<file path="src/design/otr_cfg.svh">
// Purpose: named offsets, field positions, reset values and scale figures
// Assumes: 32-bit Avalon-MM data word, 16-bit trim registers in the low half
// Notes:   definitions only; included by bare name
`ifndef OTR_CFG_SVH
`define OTR_CFG_SVH

// ****************************************
// register indices (byte address = 4 * index)
// ****************************************
`define OTR_IDX_RSVD     4'h1
`define OTR_IDX_OFS      4'h2
`define OTR_IDX_RNG      4'h3
`define OTR_IDX_OFS_EFF  4'h8
`define OTR_IDX_SPAN     4'h9
`define OTR_IDX_CTRL     4'hf
`define OTR_IDX_LSB      2
`define OTR_IDX_MSB      5

// ****************************************
// reset values
// ****************************************
`define OTR_RST_RSVD     16'h2907
`define OTR_RST_OFS      16'h0000
`define OTR_RST_RNG      16'h4000
`define OTR_RST_CTRL     16'h0000

// ****************************************
// field positions
// ****************************************
`define OTR_OFS_SIGN_BIT 12
`define OTR_OFS_MAG_MSB  11
`define OTR_RNG_MSB      14
`define OTR_XMODE_BIT    0
`define OTR_LANES_LOW    4'h3

// ****************************************
// scale figures
// ****************************************
`define OTR_OFS_MAX_UV   28'h000afc8
`define OTR_OFS_MAX_CODE 28'h0000fff
`define OTR_RNG_MIN_MV   11'h258
`define OTR_RNG_STEP_MV  24'h000190
`define OTR_RNG_MAX_CODE 24'h007fff
`define OTR_RNG_NOM_MV   11'h320

`endif

</file>
<file path="src/design/otr_pkg.sv">
// Purpose: shared types of the offset and full-scale trim block
// Assumes: constants live in otr_cfg.svh
// Notes:   types only
package otr_pkg;
  typedef logic [15:0]        otr_word_t;     // one trim register
  typedef logic [3:0]         otr_idx_t;      // register index
  typedef logic signed [12:0] otr_ofs_code_t; // signed offset code
  typedef logic signed [17:0] otr_ofs_uv_t;   // signed offset in microvolts
  typedef logic [10:0]        otr_mv_t;       // span in millivolts
endpackage

</file>
<file path="src/design/otr_offset_map.sv">
// Purpose: turn the offset register into a signed code and microvolts
// Assumes: polarity in bit 12, magnitude in bits 11:0
// Notes:   outputs registered; one cycle behind the register
`timescale 1ns/10ps
`include "otr_cfg.svh"
module otr_offset_map
(
  input  wire logic               clk_sys,
  input  wire logic               rst,
  input  wire otr_pkg::otr_word_t offset_word,
  output otr_pkg::otr_ofs_code_t  offset_code,
  output otr_pkg::otr_ofs_uv_t    offset_uv
);
  import otr_pkg::*;

  // ****************************************
  // decode
  // ****************************************
  wire              offset_polarity = offset_word[`OTR_OFS_SIGN_BIT];     // 1 = subtract
  wire [11:0]       offset_level    = offset_word[`OTR_OFS_MAG_MSB:0];    // straight binary
  wire [27:0]       uv_prod         = {16'h0000, offset_level} * `OTR_OFS_MAX_UV;
  wire [27:0]       uv_quot         = uv_prod / `OTR_OFS_MAX_CODE;        // full code = 45 mV
  wire signed [17:0] uv_mag         = $signed({1'b0, uv_quot[16:0]});
  wire signed [12:0] code_mag       = $signed({1'b0, offset_level});
  // polarity picks the direction of the same magnitude
  wire otr_ofs_code_t code_next     = offset_polarity ? -code_mag : code_mag;
  wire otr_ofs_uv_t   uv_next       = offset_polarity ? -uv_mag : uv_mag;

  // ****************************************
  // output registers
  // ****************************************
  always_ff @(posedge clk_sys or posedge rst)
  begin
    if (rst)
    begin
      offset_code <= '0;
      offset_uv   <= '0;
    end
    else
    begin
      offset_code <= code_next;
      offset_uv   <= uv_next;
    end
  end
endmodule

</file>
<file path="src/design/otr_range_map.sv">
// Purpose: turn the full-scale register into a span in millivolts
// Assumes: code in bits 14:0; extended mode flag from the control register
// Notes:   outside extended mode the span is capped at the nominal 800 mV ceiling
`timescale 1ns/10ps
`include "otr_cfg.svh"
module otr_range_map
(
  input  wire logic               clk_sys,
  input  wire logic               rst,
  input  wire otr_pkg::otr_word_t range_word,
  input  wire logic               extended_control_mode,
  output otr_pkg::otr_mv_t        full_scale_span
);
  import otr_pkg::*;

  // ****************************************
  // linear map 0 -> 600 mV, full code -> 1000 mV
  // ****************************************
  wire [14:0]   range_level = range_word[`OTR_RNG_MSB:0];
  wire [23:0]   span_prod   = {9'h000, range_level} * `OTR_RNG_STEP_MV;
  wire [23:0]   span_quot   = span_prod / `OTR_RNG_MAX_CODE;
  wire otr_mv_t span_lin    = `OTR_RNG_MIN_MV + span_quot[10:0];
  // spans above nominal exist only in extended mode
  wire          over_nom    = span_lin > `OTR_RNG_NOM_MV;
  wire otr_mv_t span_next   = (!extended_control_mode && over_nom) ? `OTR_RNG_NOM_MV : span_lin;

  // ****************************************
  // output register (reset span matches reset code)
  // ****************************************
  always_ff @(posedge clk_sys or posedge rst)
  begin
    if (rst)
      full_scale_span <= `OTR_RNG_NOM_MV;
    else
      full_scale_span <= span_next;
  end
endmodule

</file>
<file path="src/design/otr_trim_regs.sv">
// Purpose: Avalon-MM register file for I-channel offset and full-scale trim
// Assumes: byte addressing, 32-bit data, trim words in the low 16 bits
// Notes:   every access takes one wait cycle; writes land when waitrequest is low
//
// The Avalon-MM interface to the registers was chosen for this implementation.
`timescale 1ns/10ps
`include "otr_cfg.svh"

// Function
// - offset bit 12 selects offset sign
// - offset bits 11:0 unsigned magnitude, 45 mV
// - offset register resets to zero
// - range code maps 600 to 1000 mV
// - range register resets to 16384, 800 mV
// - spans above 800 mV only in extended mode
module otr_trim_regs
(
  input  wire logic               clk_sys,
  input  wire logic               rst,
  // avalon-mm slave
  input  wire logic [5:0]         avs_address,
  input  wire logic               avs_read,
  input  wire logic               avs_write,
  input  wire logic [3:0]         avs_byteenable,
  input  wire logic [31:0]        avs_writedata,
  output logic [31:0]             avs_readdata,
  output logic                    avs_waitrequest,
  // trim results toward the converter
  output otr_pkg::otr_ofs_code_t  offset_code,
  output otr_pkg::otr_ofs_uv_t    offset_uv,
  output otr_pkg::otr_mv_t        full_scale_span,
  output logic                    extended_control_mode
);
  import otr_pkg::*;

  // ****************************************
  // helpers
  // ****************************************

  // true when the request points at the given register index
  function automatic logic idx_hit(input otr_idx_t idx, input otr_idx_t want);
    idx_hit = (idx == want);
  endfunction

  // ****************************************
  // state
  // ****************************************
  otr_word_t   rsvd_reg;          // reserved word, kept as written
  otr_word_t   offset_reg;        // offset polarity and level
  otr_word_t   range_reg;         // full-scale code
  otr_word_t   ctrl_reg;          // extended control mode flag
  logic        ack_reg;           // answer phase of the current access
  logic [31:0] rdata_reg;         // captured read data
  logic        ack_next;          // next answer phase
  logic [31:0] rdata_next;        // next read data

  // ****************************************
  // bus decode
  // ****************************************
  wire otr_idx_t idx      = avs_address[`OTR_IDX_MSB:`OTR_IDX_LSB];
  wire           req      = avs_read | avs_write;          // master request
  // a write counts only in its answer cycle, when waitrequest is low
  wire           wr_go    = avs_write & ack_reg;
  // both low byte lanes needed; a write missing either of them never touches the trims
  wire           full_wr  = (avs_byteenable & `OTR_LANES_LOW) == `OTR_LANES_LOW;
  wire           wr_take  = wr_go & full_wr;
  // one compare per register; address bits 1:0 never take part
  wire           hit_rsvd = idx_hit(idx, `OTR_IDX_RSVD);
  wire           hit_ofs  = idx_hit(idx, `OTR_IDX_OFS);
  wire           hit_rng  = idx_hit(idx, `OTR_IDX_RNG);
  wire           hit_eff  = idx_hit(idx, `OTR_IDX_OFS_EFF);
  wire           hit_span = idx_hit(idx, `OTR_IDX_SPAN);
  wire           hit_ctrl = idx_hit(idx, `OTR_IDX_CTRL);
  wire otr_word_t wword   = avs_writedata[15:0];           // trim word lane

  // ****************************************
  // read mux (unmapped reads return zero)
  // ****************************************
  // the status words show the trims as the converter sees them now
  // reading a status word never disturbs the trims
  wire [15:0] eff_word  = {{3{offset_code[12]}}, offset_code};
  wire [15:0] span_word = {5'h00, full_scale_span};
  wire [15:0] rd_low    = hit_rsvd ? rsvd_reg   :
                          hit_ofs  ? offset_reg :
                          hit_rng  ? range_reg  :
                          hit_eff  ? eff_word   :
                          hit_span ? span_word  :
                          hit_ctrl ? ctrl_reg   : 16'h0000;

  // ****************************************
  // handshake
  // ****************************************
  // first cycle of a request always waits; the second answers
  // a fixed single wait halves the bus rate but keeps the answer timing trivial
  assign avs_waitrequest = req & ~ack_reg;
  assign avs_readdata    = rdata_reg;

  // answer phase toggles once per request, then drops
  assign ack_next   = req & ~ack_reg;
  // read data are captured in the wait cycle and held through the answer
  assign rdata_next = (avs_read & ~ack_reg) ? {16'h0000, rd_low} : rdata_reg;

  // handshake registers
  always_ff @(posedge clk_sys or posedge rst)
  begin
    if (rst)
    begin
      ack_reg   <= 1'b0;
      rdata_reg <= 32'h0000_0000;
    end
    else
    begin
      ack_reg   <= ack_next;
      rdata_reg <= rdata_next;
    end
  end

  // ****************************************
  // trim registers
  // ****************************************

  // reserved word: stored as written, the host keeps the pattern
  always_ff @(posedge clk_sys or posedge rst)
  begin
    if (rst)
      rsvd_reg <= `OTR_RST_RSVD;
    else if (wr_take && hit_rsvd)
      rsvd_reg <= wword;
  end

  // offset word: zero after reset means no added offset
  // bits 15:13 are stored as written; the offset map ignores them
  always_ff @(posedge clk_sys or posedge rst)
  begin
    if (rst)
      offset_reg <= `OTR_RST_OFS;
    else if (wr_take && hit_ofs)
      offset_reg <= wword;
  end

  // full-scale word: reset code is the nominal span
  // bit 15 is stored as written; the span map ignores it
  always_ff @(posedge clk_sys or posedge rst)
  begin
    if (rst)
      range_reg <= `OTR_RST_RNG;
    else if (wr_take && hit_rng)
      range_reg <= wword;
  end

  // control word: only the mode bit has meaning
  // the other control bits are stored and read back with no effect
  always_ff @(posedge clk_sys or posedge rst)
  begin
    if (rst)
      ctrl_reg <= `OTR_RST_CTRL;
    else if (wr_take && hit_ctrl)
      ctrl_reg <= wword;
  end

  // mode flag as seen by the span map
  assign extended_control_mode = ctrl_reg[`OTR_XMODE_BIT];

  // ****************************************
  // trim maps
  // ****************************************

  // both maps register their result, so trims trail their register by one cycle
  // the status word at index 8 shows the offset code sign-extended
  // signed offset; upper bits 15:13 are ignored, so a careless host
  // still gets a sane offset
  otr_offset_map u_offset_map
  (
    .clk_sys     (clk_sys),
    .rst         (rst),
    .offset_word (offset_reg),
    .offset_code (offset_code),
    .offset_uv   (offset_uv)
  );

  // full-scale span; bit 15 ignored for the same reason
  otr_range_map u_range_map
  (
    .clk_sys               (clk_sys),
    .rst                   (rst),
    .range_word            (range_reg),
    .extended_control_mode (extended_control_mode),
    .full_scale_span       (full_scale_span)
  );

  // ****************************************
  // assertions
  // ****************************************
  // checks watch what this block drives; trim state, reset or bus inputs start them, and in the write checks the written word is also the expected value
  // each failure message names the broken behaviour, not the signal

  // polarity bit flips the direction of the offset code
  AST_OFS_SIGN: assert property (
    @(posedge clk_sys) disable iff (rst)
    offset_reg[`OTR_OFS_SIGN_BIT] && (offset_reg[`OTR_OFS_MAG_MSB:0] != 12'h000)
      ##1 $stable(offset_reg) |-> (offset_code < 13'sh0000) && (offset_uv < 18'sh00000))
    else $error("negative polarity did not give a negative offset");

  // full magnitude gives exactly 45 mV
  AST_OFS_MAG: assert property (
    @(posedge clk_sys) disable iff (rst)
    (offset_reg[`OTR_OFS_SIGN_BIT:0] == 13'h0fff) |=> (offset_uv == 18'sh0afc8))
    else $error("full offset magnitude is not 45 mV");

  // offset word is zero as reset releases, and the output carries none
  AST_OFS_RESET: assert property (
    @(posedge clk_sys)
    $fell(rst) |-> (offset_reg == 16'h0000) && (offset_uv == 18'sh00000))
    else $error("offset not cleared by reset");

  // full range code gives 1000 mV in extended mode
  AST_RNG_LIN: assert property (
    @(posedge clk_sys) disable iff (rst)
    extended_control_mode && (range_reg[`OTR_RNG_MSB:0] == 15'h7fff) |=> (full_scale_span == 11'h3e8))
    else $error("full range code is not 1000 mV");

  // range word holds 16384 at reset release and gives 800 mV
  AST_RNG_RST: assert property (
    @(posedge clk_sys)
    $fell(rst) |-> (range_reg == 16'h4000) && (full_scale_span == 11'h320))
    else $error("range not at nominal after reset");

  // normal mode never exceeds 800 mV
  AST_RNG_XMODE: assert property (
    @(posedge clk_sys) disable iff (rst)
    !extended_control_mode ##1 !extended_control_mode |-> (full_scale_span <= 11'h320))
    else $error("span above 800 mV outside extended mode");

  // a write missing either low byte lane leaves both trims untouched
  AST_PARTIAL: assert property (
    @(posedge clk_sys) disable iff (rst)
    avs_write && !avs_waitrequest && !full_wr |=> $stable(offset_reg) && $stable(range_reg))
    else $error("partial write changed a trim");

  // every request is answered one cycle after it starts
  AST_ANSWER: assert property (
    @(posedge clk_sys) disable iff (rst)
    req && avs_waitrequest |=> !avs_waitrequest)
    else $error("request not answered in one wait cycle");

  // a complete offset write lands exactly as written
  AST_OFS_WR: assert property (
    @(posedge clk_sys) disable iff (rst)
    wr_take && hit_ofs |=> (offset_reg == $past(wword)))
    else $error("complete offset write did not land");

  // a complete range write lands exactly as written
  AST_RNG_WR: assert property (
    @(posedge clk_sys) disable iff (rst)
    wr_take && hit_rng |=> (range_reg == $past(wword)))
    else $error("complete range write did not land");

  // zero magnitude is no offset whatever the polarity bit says
  AST_OFS_ZERO: assert property (
    @(posedge clk_sys) disable iff (rst)
    (offset_reg[`OTR_OFS_MAG_MSB:0] == 12'h000) |=> (offset_code == 13'sh0000) && (offset_uv == 18'sh00000))
    else $error("zero magnitude gave an offset");

  // the mid range code gives the nominal span in either mode
  AST_RNG_MID: assert property (
    @(posedge clk_sys) disable iff (rst)
    (range_reg[`OTR_RNG_MSB:0] == 15'h4000) |=> (full_scale_span == 11'h320))
    else $error("mid range code is not the nominal span");

  // extended mode is off as reset releases, so the span starts clamped
  AST_XMODE_RST: assert property (
    @(posedge clk_sys)
    $fell(rst) |-> !extended_control_mode)
    else $error("extended mode set after reset");

  // read data stay put for the cycle after the answer edge
  AST_RD_HOLD: assert property (
    @(posedge clk_sys) disable iff (rst)
    avs_read && !avs_waitrequest |=> $stable(avs_readdata))
    else $error("read data moved after the answer");

  // the offset word reads back as it is stored
  AST_RD_OFS: assert property (
    @(posedge clk_sys) disable iff (rst)
    avs_read && !avs_waitrequest && hit_ofs |-> (avs_readdata == {16'h0000, offset_reg}))
    else $error("offset word read back wrong");

  // the range word reads back as it is stored
  AST_RD_RNG: assert property (
    @(posedge clk_sys) disable iff (rst)
    avs_read && !avs_waitrequest && hit_rng |-> (avs_readdata == {16'h0000, range_reg}))
    else $error("range word read back wrong");

  // main scenarios
  COV_NEG_OFS: cover property (@(posedge clk_sys) disable iff (rst)
    wr_take && hit_ofs && wword[`OTR_OFS_SIGN_BIT]);
  COV_XMODE_SPAN: cover property (@(posedge clk_sys) disable iff (rst)
    extended_control_mode && (full_scale_span > 11'h320));
  COV_PART_WR: cover property (@(posedge clk_sys) disable iff (rst)
    wr_go && !full_wr);
  COV_MID_SPAN: cover property (@(posedge clk_sys) disable iff (rst)
    extended_control_mode && (range_reg[`OTR_RNG_MSB:0] == 15'h4000));
endmodule

</file>
<file path="config.mk">
export PLATFORM = sky130hd
export DESIGN_NAME = otr_trim_regs
export DESIGN_NICKNAME = d
export VERILOG_FILES = /design/src/design/otr_pkg.sv /design/src/design/otr_offset_map.sv /design/src/design/otr_range_map.sv /design/src/design/otr_trim_regs.sv
export VERILOG_INCLUDE_DIRS = /design/src /design/src/design
export SDC_FILE = /design/constraint.sdc
export NUM_CORES = 1
export LEC_CHECK = 0
export CELL_PAD_IN_SITES_DETAIL_PLACEMENT = 1
export CELL_PAD_IN_SITES_GLOBAL_PLACEMENT = 2
export CORE_MARGIN = 1.5
export CORE_UTILIZATION = 35
export CTS_CLUSTER_SIZE = 14
export DETAILED_ROUTE_END_ITERATION = 10
export DONT_BUFFER_PORTS = 1
export PLACE_DENSITY = 0.82
export SLEW_MARGIN = 20
export SYNTH_ARGS = -nofsm -noshare
export SYNTH_HDL_FRONTEND = slang
export SYNTH_SLANG_ARGS = --single-unit
export TNS_END_PERCENT = 1
</file>
<file path="constraint.sdc">
create_clock -name clk_sys -period 19 [get_ports clk_sys]
set_input_delay 3.8 -clock clk_sys [delete_from_list [all_inputs] [get_ports clk_sys]]
set_output_delay 3.8 -clock clk_sys [all_outputs]
set_load 0.005 [all_outputs]
</file>
**After elaboration in Yosys (flattened, before gate mapping)**

Index checks and enable logic that the tools add are counted.

- $add $sub $neg: 3
- $mul: 2
- Div/mod/pow operators: 2
- Order comparisons: 1
- Equal/unequal tests: 7
- Muxes and demuxes: 9
- Bitwise logic cells: 6
- Reduce and logical (&&, ||, !) cells: 6

Operators by type and width:

| kind | count |
|---|---|
| $mux W16 | 6 |
| $div A28 B12 Y28 const B | 1 |
| $mul A12 B13 Y25 const B | 1 |
| $div A24 B15 Y24 const B | 1 |
| $mul A15 B5 Y20 const B | 1 |
| $mux W18 | 1 |
| $neg A17 Y18 | 1 |
| $mux W13 | 1 |
| $neg A12 Y13 | 1 |
| $eq A4 B4 Y1 const B | 3 |
| $add A10 B11 Y11 const A | 1 |
| $gt A11 B10 Y1 const B | 1 |
| $mux W11 | 1 |
| $eq A4 B2 Y1 const B | 2 |
| $logic_and A1 B1 Y1 | 5 |
| $and A1 B1 Y1 | 4 |
| $eq A4 B1 Y1 const B | 1 |
| $eq A2 B2 Y1 const B | 1 |
| $logic_not A1 Y1 | 1 |
| $not A1 Y1 | 1 |
| $or A1 B1 Y1 | 1 |

- Bits in registers: 123
- Input port bits: 46
- Output and inout bits: 76

**Logic depth before layout (Yosys ltp)**

- Word-level depth: 7
- Gate-level depth with buffers: 75
- Mapped depth without buffers: 61

**By module**

A second synthesis with hierarchy kept.

- Cells, all modules: 2,584
- Area total of the unflattened synthesis: 20,912.6 um^2

Modules (own cells, without submodules):

| module | times used | cells an instance | area each (um^2) | seq. area each (um^2) |
|---|---|---|---|---|
| otr_offset_map | 1 | 1,507 | 11,339.6 | 775.7 |
| otr_range_map | 1 | 733 | 5,445.2 | 279.0 |
| otr_trim_regs | 1 | 344 | 4,127.7 | 2,035.7 |

**Worst setup path after synthesis**

OpenSTA, ideal clock, no wires.

- Path kind: register to register
- From: register offset_reg[10]
- To: register u_offset_map.offset_uv[15]
- Setup time: 0.080 ns
- Data arrival time: 17.399 ns
- Required time: 18.920 ns
- Path slack: 1.522 ns
- Cell stages (with the launch flop): 71
- Path buffers: 12
- Period minus slack after synthesis: 17.478 ns
- Path through: dfrtp_1 > fa_1 > inv_1 > fa_1 > inv_1 > fa_1 > fa_1 > inv_1 > fa_1 > inv_1 > ha_1 > clkbuf_1 > and4_1 > buf_2 > a21boi_0 > o211a_1 > nand2_1 > or3_1 > [35 not listed] > o211ai_1 > o31ai_1 > or4_4 > a2111oi_4 > nand2_1 > nor3b_1 > a21oi_1 > ha_1 > and3b_1 > clkbuf_1 > xnor2_1 > ha_1 > nand2_1 > nor4b_2 > nand4_2 > buf_6 > o41ai_2 > xor2_1

- Cells in the longest elaborated chain, start to end: 4

RTL lines:

| what | RTL line | text |
|---|---|---|
| from (decl) | otr_trim_regs.sv:49 | `otr_word_t offset_reg;` |
| from (signal assigned) | otr_trim_regs.sv:136 | `` offset_reg <= `OTR_RST_OFS; `` |
| from (signal assigned) | otr_trim_regs.sv:138 | `offset_reg <= wword;` |
| $mul A12 B13 Y25 (no source line) * | - |  |
| $div A28 B12 Y28 (no source line) * | - |  |
| $neg A17 Y18 | otr_offset_map.sv:27 | `wire otr_ofs_uv_t uv_next = offset_polarity ? -uv_mag : uv_mag;` |
| $mux W18 * | otr_offset_map.sv:27 |  |
| net u_offset_map.uv_next[15] | otr_offset_map.sv:27 |  |
| to (signal assigned) | otr_offset_map.sv:42 | `offset_uv <= uv_next;` |
| to (decl) | otr_offset_map.sv:12 | `output otr_pkg::otr_ofs_uv_t offset_uv` |

The timed path passes the listed nets; every way through them passes the cells marked *.
A chain may end at the register's enable or synchronous reset.

**Final worst setup path**

- From: register offset_reg[4]
- To: register u_offset_map.offset_uv[15]

Same word-level chain as after synthesis.

==> metrics.yaml <==
maxCapViolCount: 0
synth.ff_latch_count: 123
io_pins: 122
slew_violations: 0
drive_above_1_share_pct: 17.00
place_congestion: 0.8880
skew_ps: 15.58
grt_max_degree: 68
async_flop_share_pct: 100.0
start_util_pct: 35.31
via_count: 17699
holdBufCountCts: 0
areaGrowthSynthToFinish_pct: 13.46
netlist_instances: 2244
hold_path.class: "reg2reg"
crit_path_top_delay_cell: "fa_1"
numCtsBuffers: 17
fillers: 6189
port_buffers: 0
cts_buffer_depth: 2
ant_nets: 0
grt_pass1_vias: 18631
grt_remaining_overflow: 0
chipHeight_microns: 230.0
avgViaCountPerCell: 5.870
crit_top_cell: "buf_4"
cts.sinks: 123
drt_first_iter_violations: 1007
die_area_sq_mm: 0.05291
worst_path_largest_cell_delay_ps: 620
fin_crit_sh_pct: 95.08
synth_edf_count: 0
synth_area_leader_cell: "dfrtp_1"
synth_area_sq_mm: 0.01804
tightest_slew_ps: 1056
cts.clk_slew.worst_paths_ps: 70
seq_area_frac_synth_pct: 17.13
place_hpwl_microns: 49690
root_buffer: "clkbuf_16"
avgSynthCellArea_sq_um: 8.039
clk_latency_ps: 470
drtPass1Iterations: 5
relSlewSlack_pct: 29.03
wire_per_inst_microns: 20.41
period_minus_slack_ps: 18070
crit_required_ps: 19330
grt_pass1_wl_microns: 100000
core_area_sq_mm: 0.05109
die_width_microns: 230.0
yosys.area.top_type_share_pct: 15.67
worstPathArrival_ps: 18390
cp_max_fo: 16
yosysWarningCount: 0
path_class: "reg2reg"
end_kind: "register"
synth.distinct_cells: 120
antenna_found_initial: 1
placed_area_sq_mm: 0.01946
fmax_ghz: 0.05536
antenna_cells: 0
rows: 83
htree_levels: 4
grt_util_all_layers_pct: 23.22
postRouteWirelength_microns: 61540
final_area_sq_mm: 0.02047
largest_register_ffs: 18
synthFlopType: "dfrtp_1"
hold_viol: 0
outcome: "finished clean"
drcViolationCount: 0
cp-start-kind: "register"
setup-violations-final: 0
top_register: "u_offset_map.offset_uv"
fin_nets: 2569
tritoncts: "built"
yosys-top-cells-area: "dfrtp_1 16%, ha_1 9.8%, fa_1 6.5%, xnor2_1 4.1%, inv_1 4.0%"
==> through the flow <==
stage	std cells	utilization, %	setup WS (ps)	TNS, ps	hold WS, ps
after detailed placement	2973	38.08	205.2	0	487.7
after global routing	3015	40.06	-15.90	-17.89	522.5
after floorplan	2259	-	1522	0	442.9
final	3015	40.06	935.0	0	492.6
after CTS	3005	39.18	121.7	0	496.1
after global placement	2973	38.08	503.3	0	459.9
==> cell type report <==
class	instances	area (sq um)	area share (%)
clock buffer	19	442.9	2.164
clock inverter	13	117.6	0.5746
inverter	195	737.0	3.601
multi-input combinational	1844	14170	69.23
sequential	123	3092	15.11
tap	680	850.8	4.157
timing repair buffer	141	1059	5.172
==> kinds of logic after synthesis <==
group,Yosys count,synth area share [%]
flip-flops,123,17.13
multiplexers,80,4.841
XOR/XNOR,124,6.228
AO/OA/AOI/OAI,641,25.79
adder cells (fa/ha/maj),202,16.45
buffers and inverters,292,6.832
AND/OR/NAND/NOR,781,22.71
other,1,0.02079
==> placed cells by master, fill, tap and decap left out, types with 26 or more instances in the layout <==
cell type and count:
nand2_1 181, nand3_1 58, nor3_1 62, and2_1 32, buf_4 141, xnor2_1 83, fa_1 59, mux2_2 55
nand2b_1 27, nand4_1 26, or3_1 29, xor2_1 34, ha_1 140, a21oi_1 102, nor2_1 167, o21ai_0 127
dfrtp_1 112, inv_1 192, o31ai_1 29
==> synthesized netlist by cell type (25+ instances only) <==
library cell	n
inv_1	193
nand2_1	182
nor2_1	170
ha_1	142
o21ai_0	129
dfrtp_1	113
a21oi_1	108
xnor2_1	84
nor3_1	67
nand3_1	60
fa_1	59
mux2_2	55
clkbuf_1	53
xor2_1	35
o31ai_1	33
and2_1	32
or3_1	29
nand2b_1	28
a31oi_1	27
nand4_1	26
nor4_1	25
==> path summary, 6_finish.rpt <==
path,endpoint,cells after the start,slack [ps],from
min in group asynchronous,u_offset_map.offset_uv[13]$_DFF_PP0_,1,3290,rst
min,ack_reg$_DFF_PP0_,1,490,ack_reg$_DFF_PP0_
max,u_offset_map.offset_uv[15]$_DFF_PP0_,67,930,offset_reg[4]$_DFFE_PP0P_
max reg2reg,u_offset_map.offset_uv[15]$_DFF_PP0_,67,930,offset_reg[4]$_DFFE_PP0P_
min reg2reg,ack_reg$_DFF_PP0_,1,490,ack_reg$_DFF_PP0_
max in group asynchronous,u_range_map.full_scale_span[0]$_DFF_PP0_,2,14470,rst
==> metal layers <==
layer	vias to the layer above	track usage, %	part of all wire (%)
met1	8927	28.69	44
met4	0	7.333	2.5
li1	8360	-	-
met5	-	0	0
met2	312	41.99	51
met3	100	2.455	2.7
==> repair_timing <==
action                                  4_1_cts  5_1_grt
endpoints found under the setup margin        0       18
resized for setup                             0       73
setup buffers                                 0       10
==> worst max-delay path, delay by kind of cell (launching register included) <==
family / cells / cell delay (ps)
AOI/OAI and AO/OA: 20 / 5790
xor gates and xnor gates: 4 / 730
adders and majority gates: 8 / 3480
buffers and inverters: 12 / 1740
DFF: 1 / 500
muxes: 1 / 120
and+or+nand+nor: 22 / 5550
Power is left out: the tool's default activity adds up to more than one toggle a clock period on the data nets, which glitch-free logic cannot reach.
